`src/urd_pkg.sv`:
```
// Package with offsets, field positions and reset values of the UART register bank.
package urd_pkg;
   // Register select codes.
   localparam logic [2:0] URD_A_HOLD = 3'h0;
   localparam logic [2:0] URD_A_IER = 3'h1;
   localparam logic [2:0] URD_A_ISR = 3'h2;
   localparam logic [2:0] URD_A_LCR = 3'h3;
   localparam logic [2:0] URD_A_MCR = 3'h4;
   localparam logic [2:0] URD_A_LSR = 3'h5;
   localparam logic [2:0] URD_A_MSR = 3'h6;
   localparam logic [2:0] URD_A_SPR = 3'h7;
   // Line control value that opens the enhanced register set.
   localparam logic [7:0] URD_ENH_KEY = 8'hBF;
   // Field positions.
   localparam int URD_LCR_DLAB = 7;
   localparam int URD_EFR_SHADE_EN = 4;
   localparam int URD_EFR_AUTO_RTS = 6;
   localparam int URD_EFR_AUTO_CTS = 7;
   localparam int URD_FEATURE_CONTROL_SWAP = 6;
   localparam int URD_FEATURE_CONTROL_TXMODE = 7;
   localparam int URD_FCR_FIFO_EN = 0;
   localparam int URD_FCR_RX_RST = 1;
   localparam int URD_FCR_TX_RST = 2;
   localparam int URD_MCR_DTR = 0;
   localparam int URD_MCR_RTS = 1;
   localparam int URD_MCR_OUT2 = 3;
   localparam int URD_MCR_LOOP = 4;
   // Bits that only act while the shade enable is set.
   localparam logic [7:0] URD_IER_SHADE = 8'hF0;
   localparam logic [7:0] URD_ISR_SHADE = 8'h30;
   localparam logic [7:0] URD_FCR_SHADE = 8'h30;
   localparam logic [7:0] URD_MCR_SHADE = 8'hE0;
   // Bits that exist in each register; others are stored as zero.
   localparam logic [7:0] URD_FCR_KEEP = 8'hF9;
   localparam logic [7:0] URD_MCR_KEEP = 8'hFB;
   localparam logic [7:0] URD_FEATURE_CONTROL_KEEP = 8'hF3;
   localparam logic [7:0] URD_EFR_KEEP = 8'hD0;
   localparam logic [7:0] URD_IER_KEEP = 8'hCF;
   localparam logic [7:0] URD_ISR_SRC = 8'h3F;
   // Reset values.
   localparam logic [7:0] URD_RST_BYTE = 8'h00;
   localparam logic [7:0] URD_ZERO = 8'h00;
   // Arbitrary identification values, replaceable per product.
   localparam logic [7:0] URD_REV_CODE = 8'h01;
   localparam logic [7:0] URD_ID_CODE = 8'h5A;
endpackage

```
`src/urd_regs.sv`:
```
// Host register bank and address decoder of the enhanced UART.
//
// Notes on behaviour
// - Three select lines pick the register.
// - Serial host mode blocks the parallel lines.
// - Microcontroller locked out in parallel host mode.
// - Address zero: receive read, transmit write.
// - Divisor enable maps divisor bytes at 0/1.
// - Zero divisor reads give revision and identity.
// - Interrupt enable register at address one.
// - Address two reads interrupt status.
// - Address two writes FIFO control.
// - Line control always at address three.
// - Modem control at address four drives pins.
// - Address five reads line status.
// - Address six reads modem status.
// - Scratch pad at seven without swap.
// - Swap: writes at seven load mode select.
// - Swap: reads at seven give FIFO level.
// - Enhanced set: trigger write, count read.
// - Enhanced set: feature control at one.
// - Enhanced set: function register at two.
// - Shaded bits act only with enable.
// - Function bits 7/6 enable auto flow.
`timescale 1ns/10ps
module urd_regs
   import urd_pkg::*;
#(
   parameter logic [7:0] P_REV_CODE = URD_REV_CODE,
   parameter logic [7:0] P_ID_CODE = URD_ID_CODE
) (
   // Clock and reset.
   input wire logic i_ref_clk,
   input wire logic i_rst,
   // Host mode: high for parallel host, low for serial host.
   input wire logic i_parallel_mode,
   // Parallel host port.
   input wire logic [2:0] i_register_select_lines,
   input wire logic i_rd,
   input wire logic i_wr,
   input wire logic [7:0] i_wr_data,
   // Embedded microcontroller port.
   input wire logic [2:0] i_mcu_addr,
   input wire logic i_mcu_rd,
   input wire logic i_mcu_wr,
   input wire logic [7:0] i_mcu_wr_data,
   // Read data to whichever port owns the bank.
   output logic [7:0] o_rd_data,
   // Datapath status.
   input wire logic [7:0] i_rx_holding,
   input wire logic [7:0] i_interrupt_status,
   input wire logic [7:0] i_line_status,
   input wire logic [7:0] i_modem_status,
   input wire logic [7:0] i_rx_fifo_level,
   input wire logic [7:0] i_tx_fifo_level,
   // Datapath strobes.
   output logic o_tx_holding_load,
   output logic [7:0] o_tx_holding,
   output logic o_rx_holding_pop,
   output logic o_line_status_read,
   output logic o_modem_status_read,
   output logic o_rx_fifo_reset,
   output logic o_tx_fifo_reset,
   output logic o_trigger_load,
   // Configuration.
   output logic [15:0] o_baud_divisor,
   output logic [7:0] o_interrupt_enable,
   output logic [7:0] o_fifo_control,
   output logic [7:0] o_line_control,
   output logic [7:0] o_modem_control,
   output logic [7:0] o_scratch_pad,
   output logic [7:0] o_enhanced_mode_select,
   output logic [7:0] o_feature_control,
   output logic [7:0] o_enhanced_function,
   output logic [7:0] o_fifo_trigger_level,
   // Modem pins and flow control enables.
   output logic o_data_terminal_ready,
   output logic o_request_to_send,
   output logic o_interrupt_output_enable,
   output logic o_loopback,
   output logic o_auto_cts_en,
   output logic o_auto_rts_en
);

   logic [7:0] dll_ff, nxt_dll;
   logic [7:0] dlm_ff, nxt_dlm;
   logic [7:0] ier_ff, nxt_ier;
   logic [7:0] fcr_ff, nxt_fcr;
   logic [7:0] lcr_ff, nxt_lcr;
   logic [7:0] mcr_ff, nxt_mcr;
   logic [7:0] spr_ff, nxt_spr;
   logic [7:0] enhanced_mode_select_ff, nxt_enhanced_mode_select;
   logic [7:0] feature_control_ff, nxt_feature_control;
   logic [7:0] efr_ff, nxt_efr;
   logic [7:0] trg_ff, nxt_trg;
   logic [7:0] thr_ff, nxt_thr;
   logic [7:0] rdata_ff, nxt_rdata;
   logic thr_ld_ff, nxt_thr_ld;
   logic pop_ff, nxt_pop;
   logic lsr_rd_ff, nxt_lsr_rd;
   logic msr_rd_ff, nxt_msr_rd;
   logic rxrst_ff, nxt_rxrst;
   logic txrst_ff, nxt_txrst;
   logic trg_ld_ff, nxt_trg_ld;
   logic [2:0] addr;
   logic rd, wr;
   logic [7:0] wdata;
   logic enh, dlab, shade, div_zero;
   logic [7:0] shade_ier, shade_isr, shade_fcr, shade_mcr, fifo_level;

   // Owner selection: the parallel host owns the bank in parallel mode, the
   // microcontroller in serial mode, so the two can never collide.
   always_comb begin
      if (i_parallel_mode) begin
         addr = i_register_select_lines;
         rd = i_rd;
         wr = i_wr;
         wdata = i_wr_data;
      end else begin
         addr = i_mcu_addr;
         rd = i_mcu_rd;
         wr = i_mcu_wr;
         wdata = i_mcu_wr_data;
      end
   end

   // Decode qualifiers and masks for shaded bits.
   assign enh = (lcr_ff == URD_ENH_KEY);
   assign dlab = lcr_ff[URD_LCR_DLAB];
   assign shade = efr_ff[URD_EFR_SHADE_EN];
   assign div_zero = (dll_ff == URD_ZERO) && (dlm_ff == URD_ZERO);
   assign shade_ier = shade ? 8'hFF : ~URD_IER_SHADE;
   assign shade_isr = shade ? 8'hFF : ~URD_ISR_SHADE;
   assign shade_fcr = shade ? 8'hFF : ~URD_FCR_SHADE;
   assign shade_mcr = shade ? 8'hFF : ~URD_MCR_SHADE;
   assign fifo_level = feature_control_ff[URD_FEATURE_CONTROL_TXMODE] ? i_tx_fifo_level : i_rx_fifo_level;

   // Next values of the writable registers and the write strobes from the decoded access.
   always_comb begin
      nxt_dll = dll_ff;
      nxt_dlm = dlm_ff;
      nxt_ier = ier_ff;
      nxt_fcr = fcr_ff;
      nxt_lcr = lcr_ff;
      nxt_mcr = mcr_ff;
      nxt_spr = spr_ff;
      nxt_enhanced_mode_select = enhanced_mode_select_ff;
      nxt_feature_control = feature_control_ff;
      nxt_efr = efr_ff;
      nxt_trg = trg_ff;
      nxt_thr = thr_ff;
      nxt_thr_ld = 1'b0;
      nxt_trg_ld = 1'b0;
      nxt_rxrst = 1'b0;
      nxt_txrst = 1'b0;
      if (wr) begin
         unique case (addr)
            URD_A_HOLD: begin
               if (enh) begin
                  nxt_trg = wdata;
                  nxt_trg_ld = 1'b1;
               end else if (dlab) begin
                  nxt_dll = wdata;
               end else begin
                  nxt_thr = wdata;
                  nxt_thr_ld = 1'b1;
               end
            end
            URD_A_IER: begin
               if (enh) begin
                  nxt_feature_control = wdata & URD_FEATURE_CONTROL_KEEP;
               end else if (dlab) begin
                  nxt_dlm = wdata;
               end else begin
                  nxt_ier = wdata & URD_IER_KEEP;
               end
            end
            URD_A_ISR: begin
               if (enh) begin
                  nxt_efr = wdata & URD_EFR_KEEP;
               end else begin
                  nxt_fcr = wdata & URD_FCR_KEEP;
                  nxt_rxrst = wdata[URD_FCR_RX_RST];
                  nxt_txrst = wdata[URD_FCR_TX_RST];
               end
            end
            URD_A_LCR: nxt_lcr = wdata;
            URD_A_MCR: begin
               if (!enh) begin
                  nxt_mcr = wdata & URD_MCR_KEEP;
               end
            end
            URD_A_LSR, URD_A_MSR: begin
               // Read-only locations; writes are dropped.
            end
            URD_A_SPR: begin
               if (!enh && feature_control_ff[URD_FEATURE_CONTROL_SWAP]) begin
                  nxt_enhanced_mode_select = wdata;
               end else if (!enh) begin
                  nxt_spr = wdata;
               end
            end
         endcase
      end
   end

   // Read data mux; captured into a register on the read strobe.
   always_comb begin
      nxt_rdata = rdata_ff;
      nxt_pop = 1'b0;
      nxt_lsr_rd = 1'b0;
      nxt_msr_rd = 1'b0;
      if (rd) begin
         nxt_rdata = URD_ZERO;
         unique case (addr)
            URD_A_HOLD: begin
               if (enh) begin
                  nxt_rdata = fifo_level;
               end else if (dlab) begin
                  nxt_rdata = div_zero ? P_REV_CODE : dll_ff;
               end else begin
                  nxt_rdata = i_rx_holding;
                  nxt_pop = 1'b1;
               end
            end
            URD_A_IER: begin
               if (enh) begin
                  nxt_rdata = feature_control_ff;
               end else if (dlab) begin
                  nxt_rdata = div_zero ? P_ID_CODE : dlm_ff;
               end else begin
                  nxt_rdata = ier_ff & shade_ier;
               end
            end
            URD_A_ISR: begin
               if (enh) begin
                  nxt_rdata = efr_ff;
               end else begin
                  nxt_rdata = (i_interrupt_status & URD_ISR_SRC & shade_isr)
                     | {{2{fcr_ff[URD_FCR_FIFO_EN]}}, 6'h00};
               end
            end
            URD_A_LCR: nxt_rdata = lcr_ff;
            URD_A_MCR: begin
               if (!enh) begin
                  nxt_rdata = mcr_ff & shade_mcr;
               end
            end
            URD_A_LSR: begin
               if (!enh) begin
                  nxt_rdata = i_line_status;
                  nxt_lsr_rd = 1'b1;
               end
            end
            URD_A_MSR: begin
               if (!enh) begin
                  nxt_rdata = i_modem_status;
                  nxt_msr_rd = 1'b1;
               end
            end
            URD_A_SPR: begin
               if (!enh) begin
                  nxt_rdata = feature_control_ff[URD_FEATURE_CONTROL_SWAP] ? fifo_level : spr_ff;
               end
            end
         endcase
      end
   end

   // Register stage for all state of the bank.
   always_ff @(posedge i_ref_clk) begin
      if (i_rst) begin
         dll_ff <= URD_RST_BYTE;
         dlm_ff <= URD_RST_BYTE;
         ier_ff <= URD_RST_BYTE;
         fcr_ff <= URD_RST_BYTE;
         lcr_ff <= URD_RST_BYTE;
         mcr_ff <= URD_RST_BYTE;
         spr_ff <= URD_RST_BYTE;
         enhanced_mode_select_ff <= URD_RST_BYTE;
         feature_control_ff <= URD_RST_BYTE;
         efr_ff <= URD_RST_BYTE;
         trg_ff <= URD_RST_BYTE;
         thr_ff <= URD_RST_BYTE;
         rdata_ff <= URD_RST_BYTE;
         thr_ld_ff <= 1'b0;
         pop_ff <= 1'b0;
         lsr_rd_ff <= 1'b0;
         msr_rd_ff <= 1'b0;
         rxrst_ff <= 1'b0;
         txrst_ff <= 1'b0;
         trg_ld_ff <= 1'b0;
      end else begin
         dll_ff <= nxt_dll;
         dlm_ff <= nxt_dlm;
         ier_ff <= nxt_ier;
         fcr_ff <= nxt_fcr;
         lcr_ff <= nxt_lcr;
         mcr_ff <= nxt_mcr;
         spr_ff <= nxt_spr;
         enhanced_mode_select_ff <= nxt_enhanced_mode_select;
         feature_control_ff <= nxt_feature_control;
         efr_ff <= nxt_efr;
         trg_ff <= nxt_trg;
         thr_ff <= nxt_thr;
         rdata_ff <= nxt_rdata;
         thr_ld_ff <= nxt_thr_ld;
         pop_ff <= nxt_pop;
         lsr_rd_ff <= nxt_lsr_rd;
         msr_rd_ff <= nxt_msr_rd;
         rxrst_ff <= nxt_rxrst;
         txrst_ff <= nxt_txrst;
         trg_ld_ff <= nxt_trg_ld;
      end
   end

   // Outputs; shaded bits reach the datapath only while enabled.
   assign o_rd_data = rdata_ff;
   assign o_tx_holding = thr_ff;
   assign o_tx_holding_load = thr_ld_ff;
   assign o_rx_holding_pop = pop_ff;
   assign o_line_status_read = lsr_rd_ff;
   assign o_modem_status_read = msr_rd_ff;
   assign o_rx_fifo_reset = rxrst_ff;
   assign o_tx_fifo_reset = txrst_ff;
   assign o_trigger_load = trg_ld_ff;
   assign o_baud_divisor = {dlm_ff, dll_ff};
   assign o_interrupt_enable = ier_ff & shade_ier;
   assign o_fifo_control = fcr_ff & shade_fcr;
   assign o_line_control = lcr_ff;
   assign o_modem_control = mcr_ff & shade_mcr;
   assign o_scratch_pad = spr_ff;
   assign o_enhanced_mode_select = enhanced_mode_select_ff;
   assign o_feature_control = feature_control_ff;
   assign o_enhanced_function = efr_ff;
   assign o_fifo_trigger_level = trg_ff;
   assign o_data_terminal_ready = mcr_ff[URD_MCR_DTR];
   assign o_request_to_send = mcr_ff[URD_MCR_RTS];
   assign o_interrupt_output_enable = mcr_ff[URD_MCR_OUT2];
   assign o_loopback = mcr_ff[URD_MCR_LOOP];
   assign o_auto_cts_en = efr_ff[URD_EFR_AUTO_CTS];
   assign o_auto_rts_en = efr_ff[URD_EFR_AUTO_RTS];
endmodule

```
`config.mk`:
```
export PLATFORM = sky130hd
export DESIGN_NAME = urd_regs
export DESIGN_NICKNAME = d
export VERILOG_FILES = /design/src/urd_pkg.sv /design/src/urd_regs.sv
export SDC_FILE = /design/constraint.sdc
export NUM_CORES = 1
export LEC_CHECK = 0
export ABC_AREA = 1
export BUFFER_PORTS_ARGS = -buffer_cell sky130_fd_sc_hd__buf_2
export CAP_MARGIN = 20
export CORE_ASPECT_RATIO = 0.7
export CORE_UTILIZATION = 25
export CTS_BUF_LIST = sky130_fd_sc_hd__clkbuf_16
export DETAILED_ROUTE_END_ITERATION = 8
export GPL_ROUTABILITY_DRIVEN = 0
export GPL_TIMING_DRIVEN = 0
export PLACE_DENSITY = 0.49
export SETUP_SLACK_MARGIN = 0.15
export SYNTH_ARGS = -nofsm -noshare
export SYNTH_HDL_FRONTEND = slang
export SYNTH_SLANG_ARGS = --single-unit
```
`constraint.sdc`:
```
create_clock -name i_ref_clk -period 2 [get_ports i_ref_clk]
set_input_delay 0.5 -clock i_ref_clk [delete_from_list [all_inputs] [get_ports i_ref_clk]]
set_output_delay 0.5 -clock i_ref_clk [all_outputs]
set_load 0.05 [all_outputs]
```
After elaboration in Yosys (flattened, before gate mapping)
Index checks and enable logic that the tools add are counted.
Cells by class
  mux-type cells: 26
  bitwise gates (word level): 14
  reduce and logical (&&, ||, !) cells: 24
  equal/unequal tests: 8
Operators by type and width (count)
  2-to-1 mux 8 bit: 16
  one-hot mux 8 bit (8 select lines): 1
  bitwise AND 8 bit: 3
  AND reduction 4 bit: 5
  AND reduction 3 bit: 6
  zero test 8 bit: 2
  == test 3 bit (second input constant): 4
  inverter 1 bit: 9
  OR reduction 3 bit: 3
  bitwise AND 6 x 8 -> 8 bit: 1
  == test 8 bit (second input constant): 1
  OR 8 bit: 1
  2-to-1 mux 1 bit: 7
  == test 3 x 2 -> 1 bit (second input constant): 2
  2-to-1 mux 6 bit: 1
  OR reduction 2 bit: 2
  OR reduction 4 bit: 1
  == test 3 x 1 -> 1 bit (second input constant): 1
  zero test 3 bit: 1
  2-to-1 mux 3 bit: 1
  logical AND 1 bit: 2
  AND reduction 2 bit: 1
  zero test 1 bit: 1
Storage, ports and cells
  output and inout port bits: 117
  flip-flop bits (word level): 99
  logic and storage cells: 92
  input port bits: 77

Longest topological paths before layout
  depth after elaboration: 6
  depth in mapped cells: 14
  mapped depth without buffers: 12

Worst setup path before layout
OpenSTA, ideal clock, no wires.
  path kind: flip-flop to flip-flop
  start point: register lcr_ff[6], in the netlist o_line_control[6]
  end point: register enhanced_mode_select_ff[6], in the netlist o_enhanced_mode_select[6]
  slack: -4 ps
  arrival: 1885 ps
  period minus slack after synthesis: 2004 ps
  buffers on the path: 1
  stages on the path, launching flop included: 11
  setup time: 119 ps
  required time: 1881 ps
  cells stage by stage: dfxtp_1 > inv_1 > nand2_1 > nor2_1 > nand2_1 > inv_1 > nor2_2 > nand3_2 > buf_2 > o21ai_0 > a21oi_1
On the way
  longest elaborated chain between the ends: 4
RTL lines
  start, declared: RTL line urd_regs.sv:89  | logic [7:0] lcr_ff, nxt_lcr;
  start signal, assigned: RTL line urd_regs.sv:298  | lcr_ff <= nxt_lcr;
  == test 8 bit: RTL line urd_regs.sv:128  | assign enh = (lcr_ff == URD_ENH_KEY);
  zero test 1 bit
  logical AND 1 bit: RTL line urd_regs.sv:197  | if (!enh && feature_control_ff[URD_FEATURE_CONTROL_SWAP]) begin
  AND reduction 3 bit (no line)
  end signal, assigned: RTL line urd_regs.sv:301  | enhanced_mode_select_ff <= nxt_enhanced_mode_select;
  end, declared: RTL line urd_regs.sv:92  | logic [7:0] enhanced_mode_select_ff, nxt_enhanced_mode_select;
No other way between the ends.
A chain may end at the register's enable or synchronous reset.

Worst setup path after layout
  start point: register lcr_ff[2], in the netlist o_line_control[2]
  end point: register rdata_ff[7], in the netlist o_rd_data[7]
On the way
  longest elaborated chain between the ends: 3
  elaborated cells between the ends (all ways): 9
  those cells by class: eq/ne: 1; mux: 8
RTL lines
  == test 8 bit (*): RTL line urd_regs.sv:128
  2-to-1 mux 8 bit, or another cell as far along: RTL line urd_regs.sv:262  | if (!enh) begin
  one-hot mux 8 bit (8 select lines) (*): RTL line urd_regs.sv:215  | unique case (addr)
  end signal, assigned: RTL line urd_regs.sv:306  | rdata_ff <= nxt_rdata;
  end, declared: RTL line urd_regs.sv:97  | logic [7:0] rdata_ff, nxt_rdata;
Every way passes the cells marked *; elsewhere a longest branch is shown, timed or not.

==> impl_results.md <==
* Finished Layout Cells at 1284
* Synth top area share at 0.377
* Clock network power share at 0.366
* Sw frac at 0.329
* FILL cells at 2276
* Vias in the first global route at 5478
* WL final at 22800 microns
* Die height at 123 microns
* Layout cells sized above 1 at 0.310
* Slew @ Worst Pin at 833 ps
* Pint at 3120 uW
* Vias per inst at 4.67
* # port buffers at 177
* CTS max path bufs at 2
* VDD IR max at 0.000331 V
* Tcrit/Tclk final at 0.910
* Total number of vias at 5990
* Remaining Overflow, GRT at 0
* Synth-to-Final Area Change at 34.5%
* Highest clock rate at 0.550 GHz
* Worst EP arrival at 2070 ps
* Max-slew violation count at 0
* CP Class: flop to flop
* Synth cell count leaders: 194 x nand2_1, 100 x a21oi_1, 99 x dfxtp_1
* Effective utilization at floorplan at 0.260
* Final nets at 1087
* Routed Antenna Nets at 0
* Die extent in x at 175 microns
* Seq/Total Area, Yosys at 0.377
* Inst Count DP at 1257
* Initial antenna violation count at 0
* Cells after Synth at 799
* Register bit total from synthesis at 99
* Total GRT Usage at 0.210
* Num Clock Sinks at 99
* Area of the core at 20200 sq um
* CTS root buf: clkbuf_16
* Clock transition at the registers of the reported paths at 80 ps
* RSZ-0062 raised after global routing: yes
* Critical Path RT at 2250 ps
* Total of max-cap violations at 0
* Die footprint at 21600 sq um
* Largest net degree at the start of global routing at 18
* Most common cell in the netlist: nand2_1
* Startpoint Class: flop
* Synth Flop Type: dfxtp_1
* Setup TNS at 0 ps
* Min Tclk post-route at 1820 ps
* Initial DRC count at 486
* Cell type with the largest total area after synthesis: dfxtp_1
* Count of final setup violators at 0
* Switching power at 1530 uW
* Status: finished clean
* Synth top area cells: dfxtp_1 38%, nand2_1 14%, a21oi_1 9.5%
* Tot Pwr at 4650 uW
* Hold Vio Cnt, Final at 0
* H-tree levels at 3
* N_diodes at 0
* Post-synth cell types at 32
* Comb power frac at 0.194
* Cts hold-fix bufs at 0
* Post-Syn Area at 5250 sq um
* Num CTS Buffers at 9
* Global-route wire length before repair at 33300 microns
* DRC at 0
* Total iterations of the first detailed-routing run at 5
* Number of enable flip-flop cells after synthesis at 0
* Rel. slew slack at 0.444
* Pleak at 0.00342 uW
* Clk_lat worst skew at 350 ps
* Sequential share of power at 0.440
* Pwr per Cell Area at 657 nW/um^2
* Min-delay worst type: input pin to flop
* Row count at 43
* Yosys Warn Count at 0
* I/O pin cnt at 194
* HPWL after detailed placement at 17900 microns
* Avg WL per Cell at 17.8 microns
* Synth Area per Inst at 6.57 sq um
* Asr flop ratio synth at 0
* CTS tree: yes
* Max FO, Critical Path at 10
* Clk_skew at 15.2 ps
* Crit end category: flop
==> registers in the layout, indices dropped and copies added, names as in the netlist <==
name	cells
o_feature_control	6
dll_ff	8
o_scratch_pad	8
o_tx_fifo_reset	1
fcr_ff	6
o_line_control	8
o_enhanced_function	3
o_tx_holding_load	1
ier_ff	6
o_trigger_load	1
o_rd_data	8
o_enhanced_mode_select	8
o_tx_holding	8
o_rx_fifo_reset	1
mcr_ff	7
o_fifo_trigger_level	8
o_line_status_read	1
o_rx_holding_pop	1
dlm_ff	8
o_modem_status_read	1
==> stage by stage <==
step	util	setup slack, ps	hold WS, ps	area [sq um]
global route	0.350	51.2	443	7070
CTS	0.341	77.5	417	6890
detailed placement	0.324	-315	437	6540
global placement	0.324	-312	433	6540
floorplan	-	161	439	5310
finish	0.350	181	418	7070
==> cell type report <==
class | count | area, sq um | area share
Multi-Input combinational cell | 570 | 2730 | 0.387
Sequential cell | 99 | 2000 | 0.283
Timing Repair Buffer | 190 | 1010 | 0.143
Buffer | 66 | 432 | 0.0611
Tap cell | 270 | 338 | 0.0478
Inverter | 74 | 282 | 0.0398
Clock buffer | 9 | 225 | 0.0319
Clock inverter | 6 | 50.0 | 0.00708
==> power groups by stage <==
stage / logic (uW) / registers (uW) / clock network [uW]
after floorplan: 434 / 2210 / 0
after global placement: 856 / 2090 / 0
after detailed placement: 856 / 2090 / 0
after CTS: 867 / 2040 / 1720
after global routing: 971 / 2050 / 1810
final: 903 / 2040 / 1700
==> per-layer routing <==
metal | up-vias | part of all wire | global-route usage
li1 | 3001 | - | -
met1 | 2706 | 0.50 | 0.323
met2 | 267 | 0.39 | 0.291
met3 | 16 | 0.10 | 0.0523
met4 | 0 | 0.0075 | 0.0370
met5 | - | 0 | 0
==> cells by family after synthesis <==
logic type      synth area share
compound gates             0.186
buf+inv                    0.129
flops                      0.377
other cells             0.000714
simple gates               0.307
==> timing repair <==
action / CTS / global route
pin swaps: 2 / 6
setup endpoints to repair: 81 / 85
resized for setup: 24 / 44
buffers inserted: 3 / 10
hold endpoints to repair: 0 / 0
==> cells in the final DEF (no fill, tap or decap), types with 7 or more instances in the layout <==
master / netlist / layout
nand2_1: 194 / 190
buf_2: 7 / 180
a21oi_1: 100 / 97
dfxtp_1: 99 / 90
nand3_1: 81 / 79
o21ai_0: 80 / 74
inv_1: 68 / 65
nor2_1: 54 / 51
buf_4: 28 / 43
clkbuf_1: 27 / 16
nand2_2: 10 / 12
conb_1: 1 / 12
nor2_4: 2 / 10
clkbuf_16: 0 / 9
buf_6: 4 / 8
o21ai_1: 3 / 8
inv_2: 4 / 7
nand4_1: 7 / 7
dfxtp_2: 0 / 7
==> final timing paths <==
kind,from,to,slack (ps),cells past startpoint
setup reg to reg,o_line_control[2]$_SDFFE_PP0P_,o_rd_data[7]$_SDFFE_PP0P_,180,12
setup / recovery,o_line_control[2]$_SDFFE_PP0P_,o_rd_data[7]$_SDFFE_PP0P_,180,12
hold reg to reg,o_enhanced_mode_select[1]$_SDFFE_PP0P_,o_enhanced_mode_select[1]$_SDFFE_PP0P_,440,2
hold / removal,i_wr_data[5],o_line_control[5]$_SDFFE_PP0P_,420,3
==> critical path, stage by stage (launching register included) <==
cell	delay (ps)
dfxtp_2	420
nand2_1	120
nor2_4	130
nand2_2	120
buf_4	190
nand2_1	70
o21ai_0	80
nand2_1	50
o21ai_0	120
nor2_1	190
nand3_1	120
nand2_1	70
inv_1	30
Note: power is estimated with default switching activity, not from simulation.
